===== src/uart_status_pkg.sv =====
// constants, register map and state type shared by the uart status block
package uart_status_pkg;
	// register byte offsets on the apb bus
	localparam logic [11:0] OFS_RX_ERR = 12'h000;
	localparam logic [11:0] OFS_FLAGS = 12'h004;
	localparam logic [11:0] OFS_IR_DUMMY = 12'h008;
	localparam logic [11:0] OFS_DIV_INT = 12'h00C;
	localparam logic [11:0] OFS_DIV_FRAC = 12'h010;
	// receive error status bit positions
	localparam int BIT_OVERRUN = 3;
	localparam int BIT_BREAK = 2;
	localparam int BIT_PARITY = 1;
	localparam int BIT_FRAME = 0;
	// line flag bit positions
	localparam int BIT_TX_EMPTY = 7;
	localparam int BIT_RX_FULL = 6;
	localparam int BIT_TX_FULL = 5;
	localparam int BIT_RX_EMPTY = 4;
	localparam int BIT_BUSY = 3;
	localparam int BIT_CTS = 0;
	// field widths and reset values
	localparam int DIV_INT_W = 16;
	localparam int DIV_FRAC_W = 6;
	localparam logic [15:0] DIV_INT_RESET = 16'h0000;
	localparam logic [5:0] DIV_FRAC_RESET = 6'h00;
	localparam int DATA_W = 8;
	// fifo geometry: entry = data, break, parity, frame
	localparam int FIFO_DEPTH = 16;
	localparam int PTR_W = 4;
	localparam int CNT_W = 5;
	localparam int ENTRY_W = 11;
	localparam logic [4:0] FIFO_CAP = 5'h10;
	localparam logic [4:0] CHAR_CAP = 5'h01;
	// oversampling: sixteen ticks per bit, mid-bit at seven
	localparam logic [3:0] SAMPLE_MID = 4'h7;
	localparam logic [3:0] SAMPLE_LAST = 4'hF;
	localparam logic [2:0] LAST_DATA_BIT = 3'h7;
	// fractional accumulator step: one clock equals sixty-four 64ths
	localparam int ACC_W = 23;
	localparam logic [22:0] FRAC_ONE = 23'h000040;
	// receiver states, gray coded along the frame
	typedef enum logic [2:0] {
		RX_IDLE = 3'h0,
		RX_START = 3'h1,
		RX_DATA = 3'h3,
		RX_PARITY = 3'h2,
		RX_STOP = 3'h6,
		RX_WAIT_HIGH = 3'h7
	} rx_state_e;
endpackage

===== src/baud_if.sv =====
// divisor and tick carrier between the status block and its rate generator
`timescale 1ns/1ns
interface baud_if;
	logic [15:0] divisor_int; // active integer divisor
	logic [5:0] divisor_frac; // active fractional divisor, 64ths
	logic tick; // one pulse per sixteenth of a bit
	modport gen (input divisor_int, input divisor_frac, output tick);
	modport user (output divisor_int, output divisor_frac, input tick);
endinterface


===== src/baud_tick_gen.sv =====
// fractional rate generator producing sixteen ticks per bit
`timescale 1ns/1ns
module baud_tick_gen
	import uart_status_pkg::*;
(
	input wire logic clk_sys_i, // system clock
	input wire logic rst_n_i, // synchronised reset, active low
	baud_if.gen baud // divisor in, tick out
);
	logic [ACC_W-1:0] acc; // phase in 64ths of a clock
	logic [ACC_W-1:0] div64; // divisor scaled to 64ths
	logic [ACC_W-1:0] next_acc; // phase after this clock

	// integer and fraction concatenate into the divisor times sixty-four
	assign div64 = {1'b0, baud.divisor_int, baud.divisor_frac};
	assign next_acc = acc + FRAC_ONE;

	////////////////////////////////////////////////////////////////////////
	// accumulate one clock per cycle, tick each time a divisor is passed
	always_ff @(posedge clk_sys_i or negedge rst_n_i) begin
		if (!rst_n_i) begin
			acc <= '0;
			baud.tick <= 1'b0;
		end else if (div64 == '0) begin // zero divisor: stopped
			acc <= '0;
			baud.tick <= 1'b0;
		end else if (next_acc >= div64) begin
			acc <= next_acc - div64;
			baud.tick <= 1'b1;
		end else begin
			acc <= next_acc;
			baud.tick <= 1'b0;
		end
	end
endmodule // baud_tick_gen


===== src/uart_status_flags.sv =====
// uart receive status, line flags and baud divisor block with apb access
// Function
// - break, parity, frame follow last read character
// - overrun flag rises when overrun occurs
// - overrun set on full, cleared on store
// - break when line low a frame
// - break loads one zero, waits for idle
// - parity error against even/stick selection
// - framing error when stop bit low
// - transmit empty ignores shifter, resets one
// - receive full per fifo or holding mode
// - transmit full per fifo or holding mode
// - receive empty per fifo or holding mode
// - busy from fifo non-empty through stop
// - clear-to-send bit inverts input pin
// - ring, carrier, data-set-ready read zero
// - infrared dummy ignores writes, reads zero
// - integer divisor sixteen bits, resets zero
// - fractional divisor six bits, resets zero
// - divisor gives sixteen ticks per bit
// - new divisor waits for character end
// - fifo enable off means one-entry holding
// - stick parity sends constant inverse of even
`timescale 1ns/1ns
module uart_status_flags
	import uart_status_pkg::*;
(
	input wire logic clk_sys_i, // 125 MHz system clock
	input wire logic reset_n_i, // asynchronous reset, active low
	input wire logic psel_i, // apb select
	input wire logic penable_i, // apb access phase
	input wire logic pwrite_i, // apb direction, high writes
	input wire logic [11:0] paddr_i, // apb byte address
	input wire logic [31:0] pwdata_i, // apb write data
	output logic [31:0] prdata_o, // apb read data
	output logic pready_o, // apb ready
	output logic pslverr_o, // apb error on unmapped address
	input wire logic rxd_i, // serial receive line
	input wire logic clear_to_send_n_input_i, // clear to send, active low
	input wire logic fifo_enable_i, // one selects fifo mode
	input wire logic parity_enable_i, // one adds a parity bit
	input wire logic even_parity_select_i, // one selects even parity
	input wire logic stick_parity_select_i, // one forces constant parity
	input wire logic data_read_i, // pulse: data register read, pops rx
	input wire logic tx_write_i, // pulse: data register write, pushes tx
	input wire logic tx_pop_i, // pulse: shifter takes a tx character
	input wire logic tx_shift_busy_i, // shifter sending, stop bits too
	output logic [DATA_W-1:0] rx_data_o, // character popped by last read
	output logic rx_char_valid_o, // pulse: rx_data_o refreshed
	output logic rx_empty_o, // receive side holds nothing
	output logic tx_full_o // transmit side cannot take a character
);
	logic [1:0] rst_pipe; // reset release synchroniser
	logic rst_n; // synchronised reset for the block
	baud_if baud (); // rate generator link
	logic [DIV_INT_W-1:0] div_int; // programmed integer divisor
	logic [DIV_FRAC_W-1:0] div_frac; // programmed fractional divisor
	logic overrun; // sticky overrun error
	logic err_break; // break of last read character
	logic err_parity; // parity of last read character
	logic err_frame; // framing of last read character
	logic [7:0] line_flags; // registered flag word
	rx_state_e rx_state; // receiver sequence
	logic [3:0] os_cnt; // oversample tick counter
	logic [2:0] bit_idx; // data bit being received
	logic [DATA_W-1:0] shift; // received data bits
	logic par_bit; // received parity bit
	logic [ENTRY_W-1:0] rx_mem [FIFO_DEPTH]; // receive fifo storage
	logic [PTR_W-1:0] rx_wr; // receive write pointer
	logic [PTR_W-1:0] rx_rd; // receive read pointer
	logic [CNT_W-1:0] rx_cnt; // receive fill level
	logic [CNT_W-1:0] tx_cnt; // transmit fill level
	logic [CNT_W-1:0] cap; // capacity in the current mode
	logic push; // a character is finished this cycle
	logic [ENTRY_W-1:0] push_entry; // data and flags to store
	logic stored; // push found room
	logic popped; // data register read took a character
	logic tx_in; // transmit push accepted
	logic tx_out; // transmit pop accepted
	logic sample; // tick at the sampling point of a bit
	logic expect_par; // parity the settings ask for
	logic is_break; // whole frame was low
	logic access; // apb access phase awaiting answer
	logic do_write; // apb write completes this edge
	logic err_clear; // write to the error status register

	////////////////////////////////////////////////////////////////////////
	// reset release through two flops; assertion stays asynchronous
	always_ff @(posedge clk_sys_i or negedge reset_n_i) begin
		if (!reset_n_i) begin
			rst_pipe <= 2'h0;
		end else begin
			rst_pipe <= {rst_pipe[0], 1'b1};
		end
	end
	assign rst_n = rst_pipe[1];

	baud_tick_gen u_tick (
		.clk_sys_i(clk_sys_i),
		.rst_n_i(rst_n),
		.baud(baud)
	);

	////////////////////////////////////////////////////////////////////////
	// apb decode; answer comes one cycle into the access phase
	assign access = psel_i && penable_i && !pready_o;
	assign do_write = psel_i && penable_i && pready_o && pwrite_i;
	assign err_clear = do_write && (paddr_i == OFS_RX_ERR);

	// read mux and ready; unmapped addresses answer with an error
	always_ff @(posedge clk_sys_i or negedge rst_n) begin
		if (!rst_n) begin
			pready_o <= 1'b0;
			pslverr_o <= 1'b0;
			prdata_o <= 32'h0000_0000;
		end else if (access) begin
			pready_o <= 1'b1;
			pslverr_o <= 1'b0;
			prdata_o <= 32'h0000_0000;
			case (paddr_i)
				OFS_RX_ERR: begin
					prdata_o[BIT_OVERRUN] <= overrun;
					prdata_o[BIT_BREAK] <= err_break;
					prdata_o[BIT_PARITY] <= err_parity;
					prdata_o[BIT_FRAME] <= err_frame;
				end
				OFS_FLAGS: begin
					prdata_o[7:0] <= line_flags;
				end
				OFS_IR_DUMMY: begin
					prdata_o <= 32'h0000_0000;
				end
				OFS_DIV_INT: begin
					prdata_o[DIV_INT_W-1:0] <= div_int;
				end
				OFS_DIV_FRAC: begin
					prdata_o[DIV_FRAC_W-1:0] <= div_frac;
				end
				default: begin
					pslverr_o <= 1'b1; // nothing mapped here
				end
			endcase
		end else begin
			pready_o <= 1'b0;
			pslverr_o <= 1'b0;
		end
	end

	////////////////////////////////////////////////////////////////////////
	// divisor registers; the dummy infrared word keeps no state at all
	always_ff @(posedge clk_sys_i or negedge rst_n) begin
		if (!rst_n) begin
			div_int <= DIV_INT_RESET;
			div_frac <= DIV_FRAC_RESET;
		end else if (do_write && paddr_i == OFS_DIV_INT) begin
			div_int <= pwdata_i[DIV_INT_W-1:0];
		end else if (do_write && paddr_i == OFS_DIV_FRAC) begin
			div_frac <= pwdata_i[DIV_FRAC_W-1:0];
		end
	end

	// the running rate only changes between characters, so a frame in
	// flight is never stretched; a long stream delays the update
	always_ff @(posedge clk_sys_i or negedge rst_n) begin
		if (!rst_n) begin
			baud.divisor_int <= DIV_INT_RESET;
			baud.divisor_frac <= DIV_FRAC_RESET;
		end else if (rx_state == RX_IDLE && !tx_shift_busy_i) begin
			baud.divisor_int <= div_int;
			baud.divisor_frac <= div_frac;
		end
	end

	////////////////////////////////////////////////////////////////////////
	// receiver: sixteen ticks per bit, sampled mid-bit
	assign sample = baud.tick && (os_cnt == SAMPLE_LAST);
	// stick parity sends the inverse of even select, else true parity
	assign expect_par = stick_parity_select_i ? !even_parity_select_i :
		(even_parity_select_i ? ^shift : !(^shift));
	// all bits low through the stop slot means a break, not a character
	assign is_break = !rxd_i && (shift == '0) &&
		(!parity_enable_i || !par_bit);

	always_ff @(posedge clk_sys_i or negedge rst_n) begin
		if (!rst_n) begin
			rx_state <= RX_IDLE;
			os_cnt <= 4'h0;
			bit_idx <= 3'h0;
			shift <= '0;
			par_bit <= 1'b0;
		end else if (baud.tick) begin
			os_cnt <= os_cnt + 4'h1;
			case (rx_state)
				RX_IDLE: begin
					if (!rxd_i) begin // possible start edge
						rx_state <= RX_START;
						os_cnt <= 4'h0;
					end
				end
				RX_START: begin
					if (os_cnt == SAMPLE_MID) begin
						// a glitch shorter than half a bit is dropped
						rx_state <= rxd_i ? RX_IDLE : RX_DATA;
						os_cnt <= 4'h0;
						bit_idx <= 3'h0;
						par_bit <= 1'b0;
					end
				end
				RX_DATA: begin
					if (sample) begin
						shift <= {rxd_i, shift[DATA_W-1:1]}; // lsb first
						bit_idx <= bit_idx + 3'h1;
						if (bit_idx == LAST_DATA_BIT) begin
							rx_state <= parity_enable_i ? RX_PARITY : RX_STOP;
						end
					end
				end
				RX_PARITY: begin
					if (sample) begin
						par_bit <= rxd_i;
						rx_state <= RX_STOP;
					end
				end
				RX_STOP: begin
					if (sample) begin
						// after a break no new character until the line idles
						rx_state <= is_break ? RX_WAIT_HIGH : RX_IDLE;
					end
				end
				RX_WAIT_HIGH: begin
					if (rxd_i) begin
						rx_state <= RX_IDLE;
					end
				end
				default: begin
					rx_state <= RX_IDLE;
				end
			endcase
		end
	end

	// a finished frame becomes one fifo entry; a break stores one zero
	assign push = sample && (rx_state == RX_STOP);
	always_comb begin
		push_entry = '0;
		if (is_break) begin
			push_entry[BIT_BREAK] = 1'b1;
		end else begin
			push_entry[ENTRY_W-1:3] = shift;
			push_entry[BIT_PARITY] = parity_enable_i && (par_bit != expect_par);
			push_entry[BIT_FRAME] = !rxd_i;
		end
	end

	////////////////////////////////////////////////////////////////////////
	// receive fifo; character mode limits it to one holding entry
	assign cap = fifo_enable_i ? FIFO_CAP : CHAR_CAP;
	assign stored = push && (rx_cnt < cap);
	assign popped = data_read_i && (rx_cnt != '0);

	always_ff @(posedge clk_sys_i) begin
		if (stored) begin
			rx_mem[rx_wr] <= push_entry;
		end
	end

	always_ff @(posedge clk_sys_i or negedge rst_n) begin
		if (!rst_n) begin
			rx_wr <= '0;
			rx_rd <= '0;
			rx_cnt <= '0;
		end else begin
			rx_wr <= rx_wr + PTR_W'(stored);
			rx_rd <= rx_rd + PTR_W'(popped);
			rx_cnt <= rx_cnt + CNT_W'(stored) - CNT_W'(popped);
		end
	end

	// the read takes the head entry, its flags replace the status
	always_ff @(posedge clk_sys_i or negedge rst_n) begin
		if (!rst_n) begin
			rx_data_o <= '0;
			rx_char_valid_o <= 1'b0;
			err_break <= 1'b0;
			err_parity <= 1'b0;
			err_frame <= 1'b0;
		end else if (popped) begin
			rx_data_o <= rx_mem[rx_rd][ENTRY_W-1:3];
			rx_char_valid_o <= 1'b1;
			err_break <= rx_mem[rx_rd][BIT_BREAK];
			err_parity <= rx_mem[rx_rd][BIT_PARITY];
			err_frame <= rx_mem[rx_rd][BIT_FRAME];
		end else begin
			rx_char_valid_o <= 1'b0;
			if (err_clear) begin
				err_break <= 1'b0;
				err_parity <= 1'b0;
				err_frame <= 1'b0;
			end
		end
	end

	// overrun rises on the dropped frame itself; set beats any clear
	always_ff @(posedge clk_sys_i or negedge rst_n) begin
		if (!rst_n) begin
			overrun <= 1'b0;
		end else if (push && !stored) begin
			overrun <= 1'b1;
		end else if (stored || err_clear) begin
			overrun <= 1'b0;
		end
	end

	////////////////////////////////////////////////////////////////////////
	// transmit occupancy; the data itself lives with the shifter
	assign tx_in = tx_write_i && (tx_cnt < cap);
	assign tx_out = tx_pop_i && (tx_cnt != '0);

	always_ff @(posedge clk_sys_i or negedge rst_n) begin
		if (!rst_n) begin
			tx_cnt <= '0;
		end else begin
			tx_cnt <= tx_cnt + CNT_W'(tx_in) - CNT_W'(tx_out);
		end
	end

	////////////////////////////////////////////////////////////////////////
	// flag word registered from the fill levels, so it trails them by one cycle
	always_ff @(posedge clk_sys_i or negedge rst_n) begin
		if (!rst_n) begin
			line_flags <= 8'h00;
			line_flags[BIT_TX_EMPTY] <= 1'b1;
			line_flags[BIT_RX_EMPTY] <= 1'b1;
			rx_empty_o <= 1'b1;
			tx_full_o <= 1'b0;
		end else begin
			line_flags <= 8'h00;
			line_flags[BIT_TX_EMPTY] <= (tx_cnt == '0);
			line_flags[BIT_RX_FULL] <= (rx_cnt >= cap);
			line_flags[BIT_TX_FULL] <= (tx_cnt >= cap);
			line_flags[BIT_RX_EMPTY] <= (rx_cnt == '0);
			// busy ignores the enable and covers the last stop bit
			line_flags[BIT_BUSY] <= (tx_cnt != '0) || tx_shift_busy_i;
			line_flags[BIT_CTS] <= !clear_to_send_n_input_i;
			rx_empty_o <= (rx_cnt == '0);
			tx_full_o <= (tx_cnt >= cap);
		end
	end
endmodule // uart_status_flags


===== config.mk =====
export PLATFORM = sky130hd
export DESIGN_NAME = uart_status_flags
export DESIGN_NICKNAME = d
export VERILOG_FILES = /design/src/uart_status_pkg.sv /design/src/baud_if.sv /design/src/baud_tick_gen.sv /design/src/uart_status_flags.sv
export SDC_FILE = /design/constraint.sdc
export NUM_CORES = 1
export LEC_CHECK = 0
export ABC_AREA = 1
export CAP_MARGIN = 20
export CORE_MARGIN = 5
export CORE_UTILIZATION = 30
export CTS_CLUSTER_DIAMETER = 80
export DETAILED_ROUTE_END_ITERATION = 6
export DONT_BUFFER_PORTS = 1
export GPL_TIMING_DRIVEN = 0
export PLACE_DENSITY = 0.48
export RECOVER_POWER = 100
export SETUP_SLACK_MARGIN = 0.1
export SYNTH_ARGS = -nofsm -noshare
export SYNTH_HDL_FRONTEND = slang
export SYNTH_SLANG_ARGS = --single-unit

===== constraint.sdc =====
create_clock -name clk_sys_i -period 10.65 [get_ports clk_sys_i]
set_input_delay 2.13 -clock clk_sys_i [delete_from_list [all_inputs] [get_ports clk_sys_i]]
set_output_delay 2.13 -clock clk_sys_i [all_outputs]
set_load 0.02 [all_outputs]

---- After elaboration in Yosys (flattened, before gate mapping) ----
Memories as Yosys holds them, arrays and structs flattened.
Index checks and enable logic that the tools add are counted.
storage, ports and cells
  bits of input ports ..................... 59
  logic and storage cells ................. 160
  bits in registers ....................... 146
  output and inout bits ................... 45
  memories kept ........................... 1
  RAM bits ................................ 176
operators by class
  order comparisons ....................... 5
  $add $sub $neg .......................... 10
  reduce and logical (&&, ||, !) cells .... 49
  bitwise logic cells ..................... 1
  equality and inequality tests ........... 20
  mux-type cells .......................... 46
memory list
  memory  depth  width  read ports  clocked after Yosys merged registers in  wr ports  line                     text
  rx_mem  16     11     1           0                                        1         uart_status_flags.sv:68  logic [ENTRY_W-1:0] rx_mem [FIFO_DEPTH];
operator list
  cell                     count
  $mux W23                 2
  $mux W3                  11
  $eq A12 B4 Y1 const B    2
  $add A23 B7 Y23 const B  1
  $ge A23 B22 Y1           1
  $logic_not A23 Y1        1
  $sub A23 B22 Y23         1
  $mux W1                  19
  $logic_and A1 B1 Y1      18
  $pmux W3 S6              1
  $mux W8                  2
  $pmux W4 S4              1
  $ne A2 B2 Y1 const B     7
  $eq A12 B3 Y1 const B    1
  $eq A12 B5 Y1 const B    1
  $logic_not A12 Y1        1
  $add A5 B1 Y5            2
  $ge A5 B5 Y1             2
  $logic_not A5 Y1         2
  $lt A5 B5 Y1             2
  $reduce_bool A5 Y1       2
  $sub A5 B1 Y5            2
  $eq A3 B3 Y1 const B     3
  $logic_not A1 Y1         9
  27 further kinds         37

---- Logic depth before layout (Yosys ltp) ----
Gate-level depths: netlist (run 1).
  word-level depth ........................ 7
  mapped depth ............................ 22
  depth with buffers taken out ............ 21

---- By module ----
Synthesis (run 1) repeated with hierarchy kept, for this count alone.
unflattened totals
  cell total of the unflattened synthesis .. 1910
  area total of the unflattened synthesis .. 16460.8 sq um
modules (own cells, without submodules)
  module             times used  cells each  area an instance (sq um)  seq. area each (sq um)
  uart_status_flags  1           1348        13299.0                   8290.5
  baud_tick_gen      1           562         3161.8                    600.6

---- Least setup slack after synthesis (run 1) ----
Ideal clock, no wire load.
  path kind ............................... input port to flip-flop
  start point ............................. input fifo_enable_i
  end point ............................... register rx_cnt[4]
  required time ........................... 10.522 ns
  path buffers ............................ 0
  arrival time ............................ 4.260 ns
  path slack .............................. 6.263 ns
  cell stages on the path ................. 13
  setup time .............................. 0.128 ns
  path through ............................ inv_1 -> ha_1 -> a21o_1 -> nor2_1 -> inv_1 -> ha_1 -> inv_1 -> ha_1 -> inv_1 -> fa_1 -> o21ai_0 -> a21oi_1 -> xor2_1
between the ends
  longest elaborated chain between the ends .. 5
RTL lines
  what                  line                      text
  start, declared       uart_status_flags.sv:40   input wire logic fifo_enable_i,
  $mux W5               uart_status_flags.sv:257  assign cap = fifo_enable_i ? FIFO_CAP : CHAR_CAP;
  $lt A5 B5 Y1          uart_status_flags.sv:258  assign stored = push && (rx_cnt < cap);
  $logic_and A1 B1 Y1   uart_status_flags.sv:258
  $add A5 B1 Y5         uart_status_flags.sv:275  rx_cnt <= rx_cnt + CNT_W'(stored) - CNT_W'(popped);
  $sub A5 B1 Y5         uart_status_flags.sv:275
  end signal, assigned  uart_status_flags.sv:275
  end, declared         uart_status_flags.sv:71   logic [CNT_W-1:0] rx_cnt;
No other way between the ends.
A chain may end at the register's enable or synchronous reset.

==> out/results.txt, run 1 <==
Post-DRT Antenna Nets: 0
Seq/Total Area, Yosys: 56.25%
Die W: 239.5 µm
Slew Limit Fails: 171
Critical Path End Type: async pin
Post-synth EDFFs: 176
ys async rst share: 45.00%
RR Startpoint: rst_pipe[1]
initial antenna violation count: 1
max frequency: 210.6 MHz
layout net count: 1900
PwrDens: 254.0 nW/µm²
number of diodes: 0
Pre-antenna DRT Iters: 5
final setup fails: 0
CTS tree: yes
crit path max-delay cell type: clkbuf_1
max cap viols: 5
hold buffer count at cts: 0
Rows: 84
Hold Path Origin: rst_pipe[0]
die area: 57380 µm²
WL final: 45060 µm
Post-CTS Repair Setup Buffers: 0
post-detail-place hpwl: 33780 µm
fin crit share: 44.58%
IO buf count: 0
via count: 11910
Final Hold Vio Count: 0
Mapped Cells: 1707
DRC Markers: 0
CTS Buf Count: 37
Synth Area per Inst: 9.260 µm²
CP arrival: 4.57 ns
layout cell share with drive strength beyond 1: 5.798%
# IOs: 104
DR iter-0 viols: 962
WS Path Type: flop to async pin
Hold/Removal Path Class: flop to flop
routed len/inst: 18.03 µm
Max clock buf depth: 3
Initial Util: 30.20%
layout filler cell count: 5392
RSZ-0062 raised after global routing: false
Slew HR: -139.0%
Layout Skew: 0.03098 ns
prevailing post-synth register cell: edfxtp_1
crit path cell chain: clkbuf_1
depth of the CTS H-tree: 2
Pwr Total: 0.004564 W
post-synthesis register bit count: 320
post-CTS resize count: 0
CP startpoint: rst_pipe[1]
CP Buf/Inv Count: 1
setup TNS: 0 ns
Lkg Pwr: 7.925 nW
synthesis-to-layout area growth: 13.71%
synthesized cell area: 15810 µm²
core area: 52340 µm²
gpl congestion: 0.8515
post-synth cell types: 44
grt total ovfl: 0
Tot GR Track Use: 15.60%
vias in the first global route: 11760
worst vdd ir: 0.0001307 V
min Tclk post-route: 4.748 ns
WP data required: 10.47 ns
run status: finished, violations left
synth warn: 0
Via density: 4.765
Die Ht: 239.5 µm
largest net degree at the start of global routing: 67
cell family with most CP delay: buffers and inverters
slowest stage delay, CP: 2.59 ns
clk slew on worst S/H paths: 0.06 ns
violated checks: max-capacitance violations, max-slew violations
first-pass GRT wire length: 69720 µm
Critical Path Source Type: flop
CTS root buffer: clkbuf_16
Sink Count: 320
worst slew pin tran: 3.586 ns
worst skew pair latency: 0.55 ns
Crit Path Max Fanout: 66
## sequential cells by signal (all words and copies together) (netlist names), 2 cells and up
signal,cells
baud.divisor_int,16
div_frac,6
rx_state,3
bit_idx,3
u_tick.acc,23
shift,8
rx_data_o,8
rst_pipe,2
os_cnt,4
prdata_o,16
rx_mem,176
baud.divisor_frac,6
tx_cnt,5
rx_rd,4
rx_wr,4
line_flags,6
div_int,16
rx_cnt,5
## cell usage after synthesis (15+ instances only)
| cell | count | area, µm² |
|---|---|---|
| clkbuf_1 | 40 | 150.1 |
| o22ai_1 | 15 | 93.84 |
| o21ai_0 | 161 | 805.8 |
| nand2_1 | 355 | 1333 |
| dfrtp_1 | 142 | 3553 |
| inv_1 | 222 | 833.3 |
| ha_1 | 54 | 675.7 |
| xor2_1 | 34 | 297.8 |
| nand4_1 | 29 | 181.4 |
| edfxtp_1 | 176 | 5285 |
| a21oi_1 | 26 | 130.1 |
| buf_4 | 16 | 120.1 |
| nor2_1 | 213 | 799.5 |
| o211ai_1 | 32 | 240.2 |
| nand3_1 | 71 | 355.3 |
## report_power, final
group / leakage [nW] / switching [W] / internal, W / total, W
Sequential: 3.72 / 0.0000996 / 0.00141 / 0.00151
Combinational: 3.61 / 0.00123 / 0.000544 / 0.00177
Clock: 0.594 / 0.000530 / 0.000750 / 0.00128
## cell families after synthesis
| group | Yosys count | synth area share (%) |
|---|---|---|
| muxes | 10 | 0.7124 |
| AOI/OAI and AO/OA | 272 | 9.760 |
| adders and majority gates | 57 | 4.655 |
| DFF | 320 | 56.25 |
| xor gates and xnor gates | 39 | 2.161 |
| and+or+nand+nor | 711 | 18.82 |
| other | 2 | 0.04751 |
| buffers and inverters | 296 | 7.591 |
## layer usage
metal	global-route usage [%]	up-vias	share of wire, %
met2	26.49	255	49
met5	0	-	0
met1	21.31	5817	45
met3	2.268	54	4.7
li1	-	5782	-
met4	3.407	0	1.9
## final cells by class
class                           instances  area [µm²]  share of cell area (%)
Buffer                                 71       336.6                   1.873
Clock inverter                         23       261.5                   1.455
Clock buffer                           43       958.4                   5.332
Multi-Input combinational cell       1106        5734                   31.90
Sequential cell                       320        8891                   49.47
Timing Repair Buffer                   23       86.33                  0.4803
Inverter                              225       844.6                   4.699
Tap cell                              688       860.8                   4.789
## path summary, 6_finish.rpt
check	to	slack [ns]	depth (start not counted)
worst min-delay path	rst_pipe[1]	0.35	0
min in group asynchronous	prdata_o[5]	0.64	0
worst max register to register	shift[1]	5.90	1
worst min register to register	rst_pipe[1]	0.35	0
worst max-delay path	shift[1]	5.90	1
max in group clk_sys_i	rx_mem[7][6]	6.11	6
## cells in the final DEF (no fill, tap or decap), types with 2 or more instances in the layout
cell,count
a21oi_1,26
a31oi_1,8
buf_1,2
buf_2,8
buf_4,16
bufinv_16,4
clkbuf_1,73
clkbuf_16,37
clkinv_1,9
clkinv_2,6
clkinv_8,2
conb_1,17
dfrtp_1,142
edfxtp_1,176
fa_1,3
ha_1,54
inv_1,222
mux2_2,10
nand2_1,356
nand2_2,4
nand3_1,73
nand3b_1,8
nand4_1,29
nor2_1,214
nor2_2,6
nor3_1,16
o211ai_1,32
o21ai_0,165
o21ai_1,2
o21bai_1,3
o221ai_1,9
o22ai_1,15
o31ai_1,9
or2_2,2
xnor2_1,5
xor2_1,34
## stage by stage
stage	setup slack, ns	cell area (µm²)	std cells	utilization [%]	hold WS, ns
2_1_floorplan	6.263	15860	1722	-	0.3312
3_3_place_gp	4.394	16720	2410	31.95	0.3382
3_5_place_dp	5.800	16980	2431	32.44	0.3458
4_1_cts	6.365	18200	2497	34.77	0.3531
5_1_grt	4.617	17970	2499	34.34	0.3717
6_report	5.902	17970	2499	34.34	0.3531
No activity file was read; power rests on OpenSTA's default activity.
==> inputs of run 2 (changes only) <==
Settings changed: ABC_AREA 1 to 0, PLACE_DENSITY 0.48 to 0.49.
Clock period 10.65 ns to 3.85 ns, I/O delays scaled along.
==> out/results.txt, run 2 <==
worst slew pin tran: 1.951 ns (was 3.586 ns)
core area: 48950 µm² (was 52340 µm²)
hold slack: 0.2999 ns (was 0.3531 ns)
portion of netlist area occupied by mux cells: 11.86% (was 0.7124%)
Switching Share: 36.96% (was 40.73%)
RR Startpoint: os_cnt[0] (was rst_pipe[1])
synth cell count leaders: edfxtp_1, dfrtp_1, nand2_1 (was nand2_1, inv_1, nor2_1)
Synth Area per Inst: 13.11 µm² (was 9.260 µm²)
internal power: 0.009168 W (was 0.002706 W)
number of flip-flops in the largest register: 176 (unchanged)
DRC Markers: 0 (unchanged)
Post-Synth Adder-Cell Area: 4.960% (was 4.654%)
run status: finished, violations left (unchanged)
synth warn: 0 (unchanged)
Hold/Removal Path Class: input port to flop (was flop to flop)
flop-to-flop setup slack: 0.38 ns (was 5.90 ns)
PwrDens: 851.6 nW/µm² (was 254.0 nW/µm²)
Crit Path Max Fanout: 6 (was 66)
synthesized cell area: 14830 µm² (was 15810 µm²)
Comb power frac: 42.3% (was 38.9%)
post-synth cell types: 73 (was 44)
CP startpoint: os_cnt[0] (was rst_pipe[1])
WL final: 35450 µm (was 45060 µm)
max cap viols: 2 (was 5)
Seq pwr share: 33.6% (was 33.1%)
min Tclk post-route: 3.466 ns (was 4.748 ns)
Mapped Cells: 1131 (was 1707)
routed len/inst: 18.64 µm (was 18.03 µm)
layout net count: 1327 (was 1900)
most frequent cell after synthesis: edfxtp_1 (was nand2_1)
Layout Skew: 0.01561 ns (was 0.03098 ns)
Initial Util: 30.30% (was 30.20%)
Slew Limit Fails: 55 (was 171)
Synth area leader: edfxtp_1 (unchanged)
Synth area leaders: edfxtp_1, dfrtp_1, mux4_2 (was edfxtp_1, dfrtp_1, nand2_1)
Simple-Gate Fraction of Synth Area: 9.768% (was 18.82%)
Hold Path Origin: clear_to_send_n_input_i (was rst_pipe[0])
gpl congestion: 0.8044 (was 0.8515)
CTS tree: yes (unchanged)
synthesis-to-layout area growth: 15.13% (was 13.71%)
layout cell share with drive strength beyond 1: 14.62% (was 5.798%)
largest net degree at the start of global routing: 54 (was 67)
Slew HR: -30.09% (was -139.0%)
Pre-antenna DRT Iters: 5 (unchanged)
Reg with most FFs: rx_mem (unchanged)
Sink Count: 320 (unchanged)
grt total ovfl: 0 (unchanged)
post-detail-place hpwl: 25790 µm (was 33780 µm)
commonest non-fill, non-tap cells in the layout: edfxtp_1, dfrtp_1, nand2_1, nor2_1, inv_1 (was nand2_1, inv_1, nor2_1, edfxtp_1, o21ai_0)
Yosys top cell area share: 35.63% (was 33.44%)
Post-DRT Antenna Nets: 0 (unchanged)
Tot GR Track Use: 13.10% (was 15.60%)
Compound-Gate Fraction of Synth Area: 6.394% (was 9.760%)
Clk network pwr share: 24.1% (was 28.0%)
Final Hold Vio Count: 0 (unchanged)
worst skew pair latency: 0.53 ns (was 0.55 ns)
Pwr Total: 0.01454 W (was 0.004564 W)
fin crit share: 90.03% (was 44.58%)
prevailing post-synth register cell: edfxtp_1 (unchanged)
number of diodes: 0 (unchanged)
Critical Path Source Type: flop (unchanged)
clk slew on worst S/H paths: 0.06 ns (about the same)
Lkg Pwr: 6.737 nW (was 7.925 nW)
WS Path Type: flop to flop (was flop to async pin)
largest family of logic cells by synthesized area: multiplexers (was simple AND/OR/NAND/NOR gates)
ys async rst share: 45.00% (unchanged)
violated checks: max-capacitance violations, max-slew violations (unchanged)
CTS root buffer: clkbuf_16 (unchanged)
NetSw: 0.005375 W (was 0.001859 W)
Die W: 232.4 µm (was 239.5 µm)
CP arrival: 3.63 ns (was 4.57 ns)
Seq/Total Area, Yosys: 59.94% (was 56.25%)
Via density: 4.742 (was 4.765)
worst vdd ir: 0.0003176 V (was 0.0001307 V)
# IOs: 104 (unchanged)
die area: 53990 µm² (was 57380 µm²)
Die Ht: 232.4 µm (was 239.5 µm)
WP data required: 4.01 ns (was 10.47 ns)
final setup fails: 0 (unchanged)
CTS Buf Count: 36 (was 37)
Rows: 81 (was 84)
vias in the first global route: 9335 (was 11760)
RSZ-0062 raised after global routing: false (unchanged)
first-pass GRT wire length: 55320 µm (was 69720 µm)
commonest non-fill, non-tap cell in the layout: edfxtp_1 (was nand2_1)
via count: 9020 (was 11910)
IO buf count: 0 (unchanged)
Post-synth EDFFs: 176 (unchanged)
xor/xnor share of the synthesized area: 3.121% (was 2.161%)
post-synthesis register bit count: 320 (unchanged)
Largest regs: rx_mem x176, u_tick.acc x23 (unchanged)
max frequency: 288.5 MHz (was 210.6 MHz)
Max clock buf depth: 3 (unchanged)
depth of the CTS H-tree: 2 (unchanged)
Critical Path End Type: flop (was async pin)
initial antenna violation count: 0 (was 1)
DR iter-0 viols: 608 (was 962)
layout filler cell count: 4796 (was 5392)
run 2: logic make-up (layout without fill, tap and decap cells):
family,count (synthesis),count (layout)
xor+xnor,52,52
mux,104,104
fa+ha+maj,57,57
flops,320,320
buf+inv,130,222
other cells,2,17
compound gates,150,150
simple gates,316,316
run 2: final timing paths:
kind | endpoint | cells past startpoint
max | rx_mem[0][1] | 8
min | line_flags[0] | 1
max reg2reg | rx_mem[0][1] | 8
min reg2reg | rst_pipe[1] | 0
max in group asynchronous | u_tick.acc[13] | 2
min in group asynchronous | rst_pipe[1] | 1
run 2: per-stage QoR:
| step | setup WS [ns] | instance area, µm² | utilization, % | TNS (ns) | std cells |
|---|---|---|---|---|---|
| finish | 0.3839 | 17080 | 34.89 | 0 | 1902 |
| global route | 0.09671 | 17080 | 34.89 | 0 | 1902 |
| CTS | 0.1712 | 17200 | 35.13 | 0 | 1895 |
| detailed placement | 0.1979 | 15970 | 32.63 | 0 | 1829 |
| global placement | -0.2237 | 15720 | 32.12 | -6.210 | 1810 |
| floorplan | 0.7369 | 14890 | - | 0 | 1146 |
run 2: layout make-up:
type | instances | area (µm²) | area share [%]
flip-flops and latches | 320 | 8891 | 52.06
repair buffers | 28 | 140.1 | 0.8206
plain buffers | 59 | 310.3 | 1.817
clock inverters | 18 | 206.4 | 1.209
multi-input cells | 696 | 5431 | 31.80
clock buffers | 47 | 1005 | 5.883
well taps | 664 | 830.8 | 4.865
inverters | 70 | 262.8 | 1.539
run 2: routing by layer:
layer	global-route usage, %	vias to the layer above	share of wire (%)
met4	3.767	0	2.4
met5	0	-	0
met3	2.274	49	4.5
met1	17.59	4546	45
met2	21.93	192	48
li1	-	4233	-
run 2: timing repair:
item | in CTS | in global routing
hold buffers | 1 | 0
buffers inserted | 0 | 1
resized for setup | 0 | 7
hold endpoints to repair | 2 | 0
endpoints found under the setup margin | 0 | 20
run 2: power by group through the flow:
stage | Clock [W] | Combinational, W | Sequential, W
floorplan | 0 | 0.00474 | 0.00483
global placement | 0 | 0.00608 | 0.00496
detailed placement | 0 | 0.00617 | 0.00495
CTS | 0.00361 | 0.00621 | 0.00489
global route | 0.00376 | 0.00689 | 0.00496
finish | 0.00350 | 0.00616 | 0.00488
run 2: worst max-delay path, cell delays in order (launching register included):
cell and delay [ns]:
dfrtp_1 0.40, ha_1 0.26, and4_1 0.29, nand3_1 0.22, inv_1 0.10, nand2_1 0.13, or3_1 0.43, nor3_1 0.84
clkbuf_1 0.45
==> inputs of run 3 (changes only) <==
Settings changed: CAP_MARGIN 20 to 25, CORE_MARGIN 5 to 4.
==> out/results.txt, run 3 (synthesized netlist as in run 2, its figures left out) <==
violated checks: max-capacitance violations, max-slew violations (unchanged)
RSZ-0062 raised after global routing: false (unchanged)
Sink Count: 320 (unchanged)
layout cell share with drive strength beyond 1: 14.05% (was 14.62%)
WL met2: 18020 µm (was 17110 µm)
fin crit share: 92.33% (was 90.03%)
layout net count: 1319 (was 1327)
met3 WL: 1397 µm (was 1578 µm)
post-detail-place hpwl: 26080 µm (was 25790 µm)
DR iter-0 viols: 566 (was 608)
Final Util: 34.70% (was 34.89%)
Final Hold Vio Count: 0 (unchanged)
Post-Layout Cell Count: 1895 (was 1902)
DRC Markers: 0 (unchanged)
PwrDens: 846.8 nW/µm² (was 851.6 nW/µm²)
WS Path Type: flop to flop (unchanged)
worst vdd ir: 0.0003072 V (was 0.0003176 V)
depth of the CTS H-tree: 2 (unchanged)
Reg with most FFs: rx_mem (unchanged)
CTS tree: yes (unchanged)
Layout Skew: 0.01818 ns (was 0.01561 ns)
max frequency: 281.3 MHz (was 288.5 MHz)
Via density: 4.744 (was 4.742)
Die W: 230.4 µm (was 232.4 µm)
clk slew on worst S/H paths: 0.05 ns (was 0.06 ns)
placed insts: 1825 (was 1829)
Rows: 81 (unchanged)
RR Startpoint: u_tick.acc[6] (was os_cnt[0])
initial antenna violation count: 0 (unchanged)
post-route setup slack: 0.2952 ns (was 0.3839 ns)
via count: 8990 (was 9020)
CTS root buffer: clkbuf_16 (unchanged)
largest net degree at the start of global routing: 67 (was 54)
top sig layer: met4 (unchanged)
routed len/inst: 19.14 µm (was 18.64 µm)
Critical Path End Type: flop (unchanged)
first-pass GRT wire length: 56570 µm (was 55320 µm)
CP arrival: 3.94 ns (was 3.63 ns)
core area: 48950 µm² (unchanged)
run status: finished, violations left (unchanged)
Largest regs: rx_mem x176, u_tick.acc x23 (unchanged)
worst slew pin tran: 1.774 ns (was 1.951 ns)
die area: 53070 µm² (was 53990 µm²)
Tot GR Track Use: 13.66% (was 13.10%)
number of diodes: 0 (unchanged)
Critical Path Source Type: flop (unchanged)
worst skew pair latency: 0.54 ns (was 0.53 ns)
CTS Buf Count: 36 (unchanged)
max cap viols: 7 (was 2)
Initial Util: 30.30% (unchanged)
commonest non-fill, non-tap cells in the layout: edfxtp_1, dfrtp_1, nand2_1, nor2_1, inv_1 (unchanged)
Slew Limit Fails: 137 (was 55)
IO buf count: 0 (unchanged)
Crit Path Max Fanout: 10 (was 6)
number of flip-flops in the largest register: 176 (unchanged)
min Tclk post-route: 3.555 ns (was 3.466 ns)
dpl ws: 0.2123 ns (was 0.1979 ns)
Hold Path Origin: clear_to_send_n_input_i (unchanged)
Lkg Pwr: 6.689 nW (was 6.737 nW)
DRT met1 WL: 16310 µm (was 15910 µm)
Hold/Removal Path Class: input port to flop (unchanged)
WL final: 36270 µm (was 35450 µm)
CP startpoint: u_tick.acc[6] (was os_cnt[0])
WP data required: 4.23 ns (was 4.01 ns)
Max clock buf depth: 3 (unchanged)
Post-DRT Antenna Nets: 0 (unchanged)
commonest non-fill, non-tap cell in the layout: edfxtp_1 (unchanged)
vias in the first global route: 9356 (was 9335)
synthesis-to-layout area growth: 14.50% (was 15.13%)
Pre-antenna DRT Iters: 5 (unchanged)
final setup fails: 0 (unchanged)
gpl congestion: 0.8301 (was 0.8044)
Die Ht: 230.4 µm (was 232.4 µm)
# IOs: 104 (unchanged)
grt total ovfl: 0 (unchanged)
Slew HR: -18.27% (was -30.09%)
## run 3: changes by cell type in the layout (fill, tap and decap cells not counted), sizes merged
cell,delta
bufinv,-1
clkbuf,-5
buf,+3
inv,+1
clkinv,-5
## run 3: power by group
group / switching (W) / internal [W]
clock: 0.00138 / 0.00199
sequential: 0.000463 / 0.00442
combinational: 0.00350 / 0.00262
## run 3: routing by layer
metal / GRT usage (%) / up-vias
met5: 0 / -
met4: 2.930 / 0
met3: 2.468 / 37
met2: 23.39 / 159
met1: 18.22 / 4579
li1: - / 4215
## run 3: cell type report
type | instances | area [µm²]
inverters | 70 | 262.8
clock buffers | 53 | 984.7
repair buffers | 20 | 122.6
well taps | 664 | 830.8
fillers | 4843 | 31970
clock inverters | 13 | 165.2
multi-input cells | 696 | 5418
flip-flops and latches | 320 | 8891
plain buffers | 59 | 309.0
## run 3: worst max-delay path, stage by stage (launching register included)
cell      delay [ns]
dfrtp_1         0.39
ha_1            0.21
nand3_2         0.16
nor3_4          0.34
clkbuf_4        0.19
nand3_1         0.08
xnor2_1         0.22
ha_1            0.34
a21o_1          0.20
a211oi_1        0.38
a21boi_1        0.25
buf_6           0.19
buf_6           0.19
mux2i_1         0.21
nor2_1          0.06
## run 3: what timing repair did
action,4_1_cts,5_1_grt
setup buffers,0,3
resized for setup,0,2
hold buffers,1,0
setup endpoints to repair,0,19
hold endpoints to repair,2,0
## run 3: path summary, 6_finish.rpt
kind | endpoint | slack (ns) | cells after the start
setup / recovery | u_tick.acc[8] | 0.30 | 14
hold / removal | line_flags[0] | 0.31 | 1
setup reg to reg | u_tick.acc[8] | 0.30 | 14
hold reg to reg | rst_pipe[1] | 0.36 | 0
max in group asynchronous | u_tick.acc[8] | 0.82 | 1
min in group asynchronous | rst_pipe[1] | 0.48 | 1
## run 3: through the flow
step / cell area (µm²) / power, W / setup TNS (ns) / hold slack, ns
global route: 16980 / 0.01543 / 0 / 0.2946
global placement: 15720 / 0.01104 / -13.25 / 0.3361
detailed placement: 15950 / 0.01109 / 0 / 0.3363
CTS: 17110 / 0.01455 / 0 / 0.2892
finish: 16980 / 0.01438 / 0 / 0.3148
floorplan: 14890 / 0.009569 / 0 / 0.3311
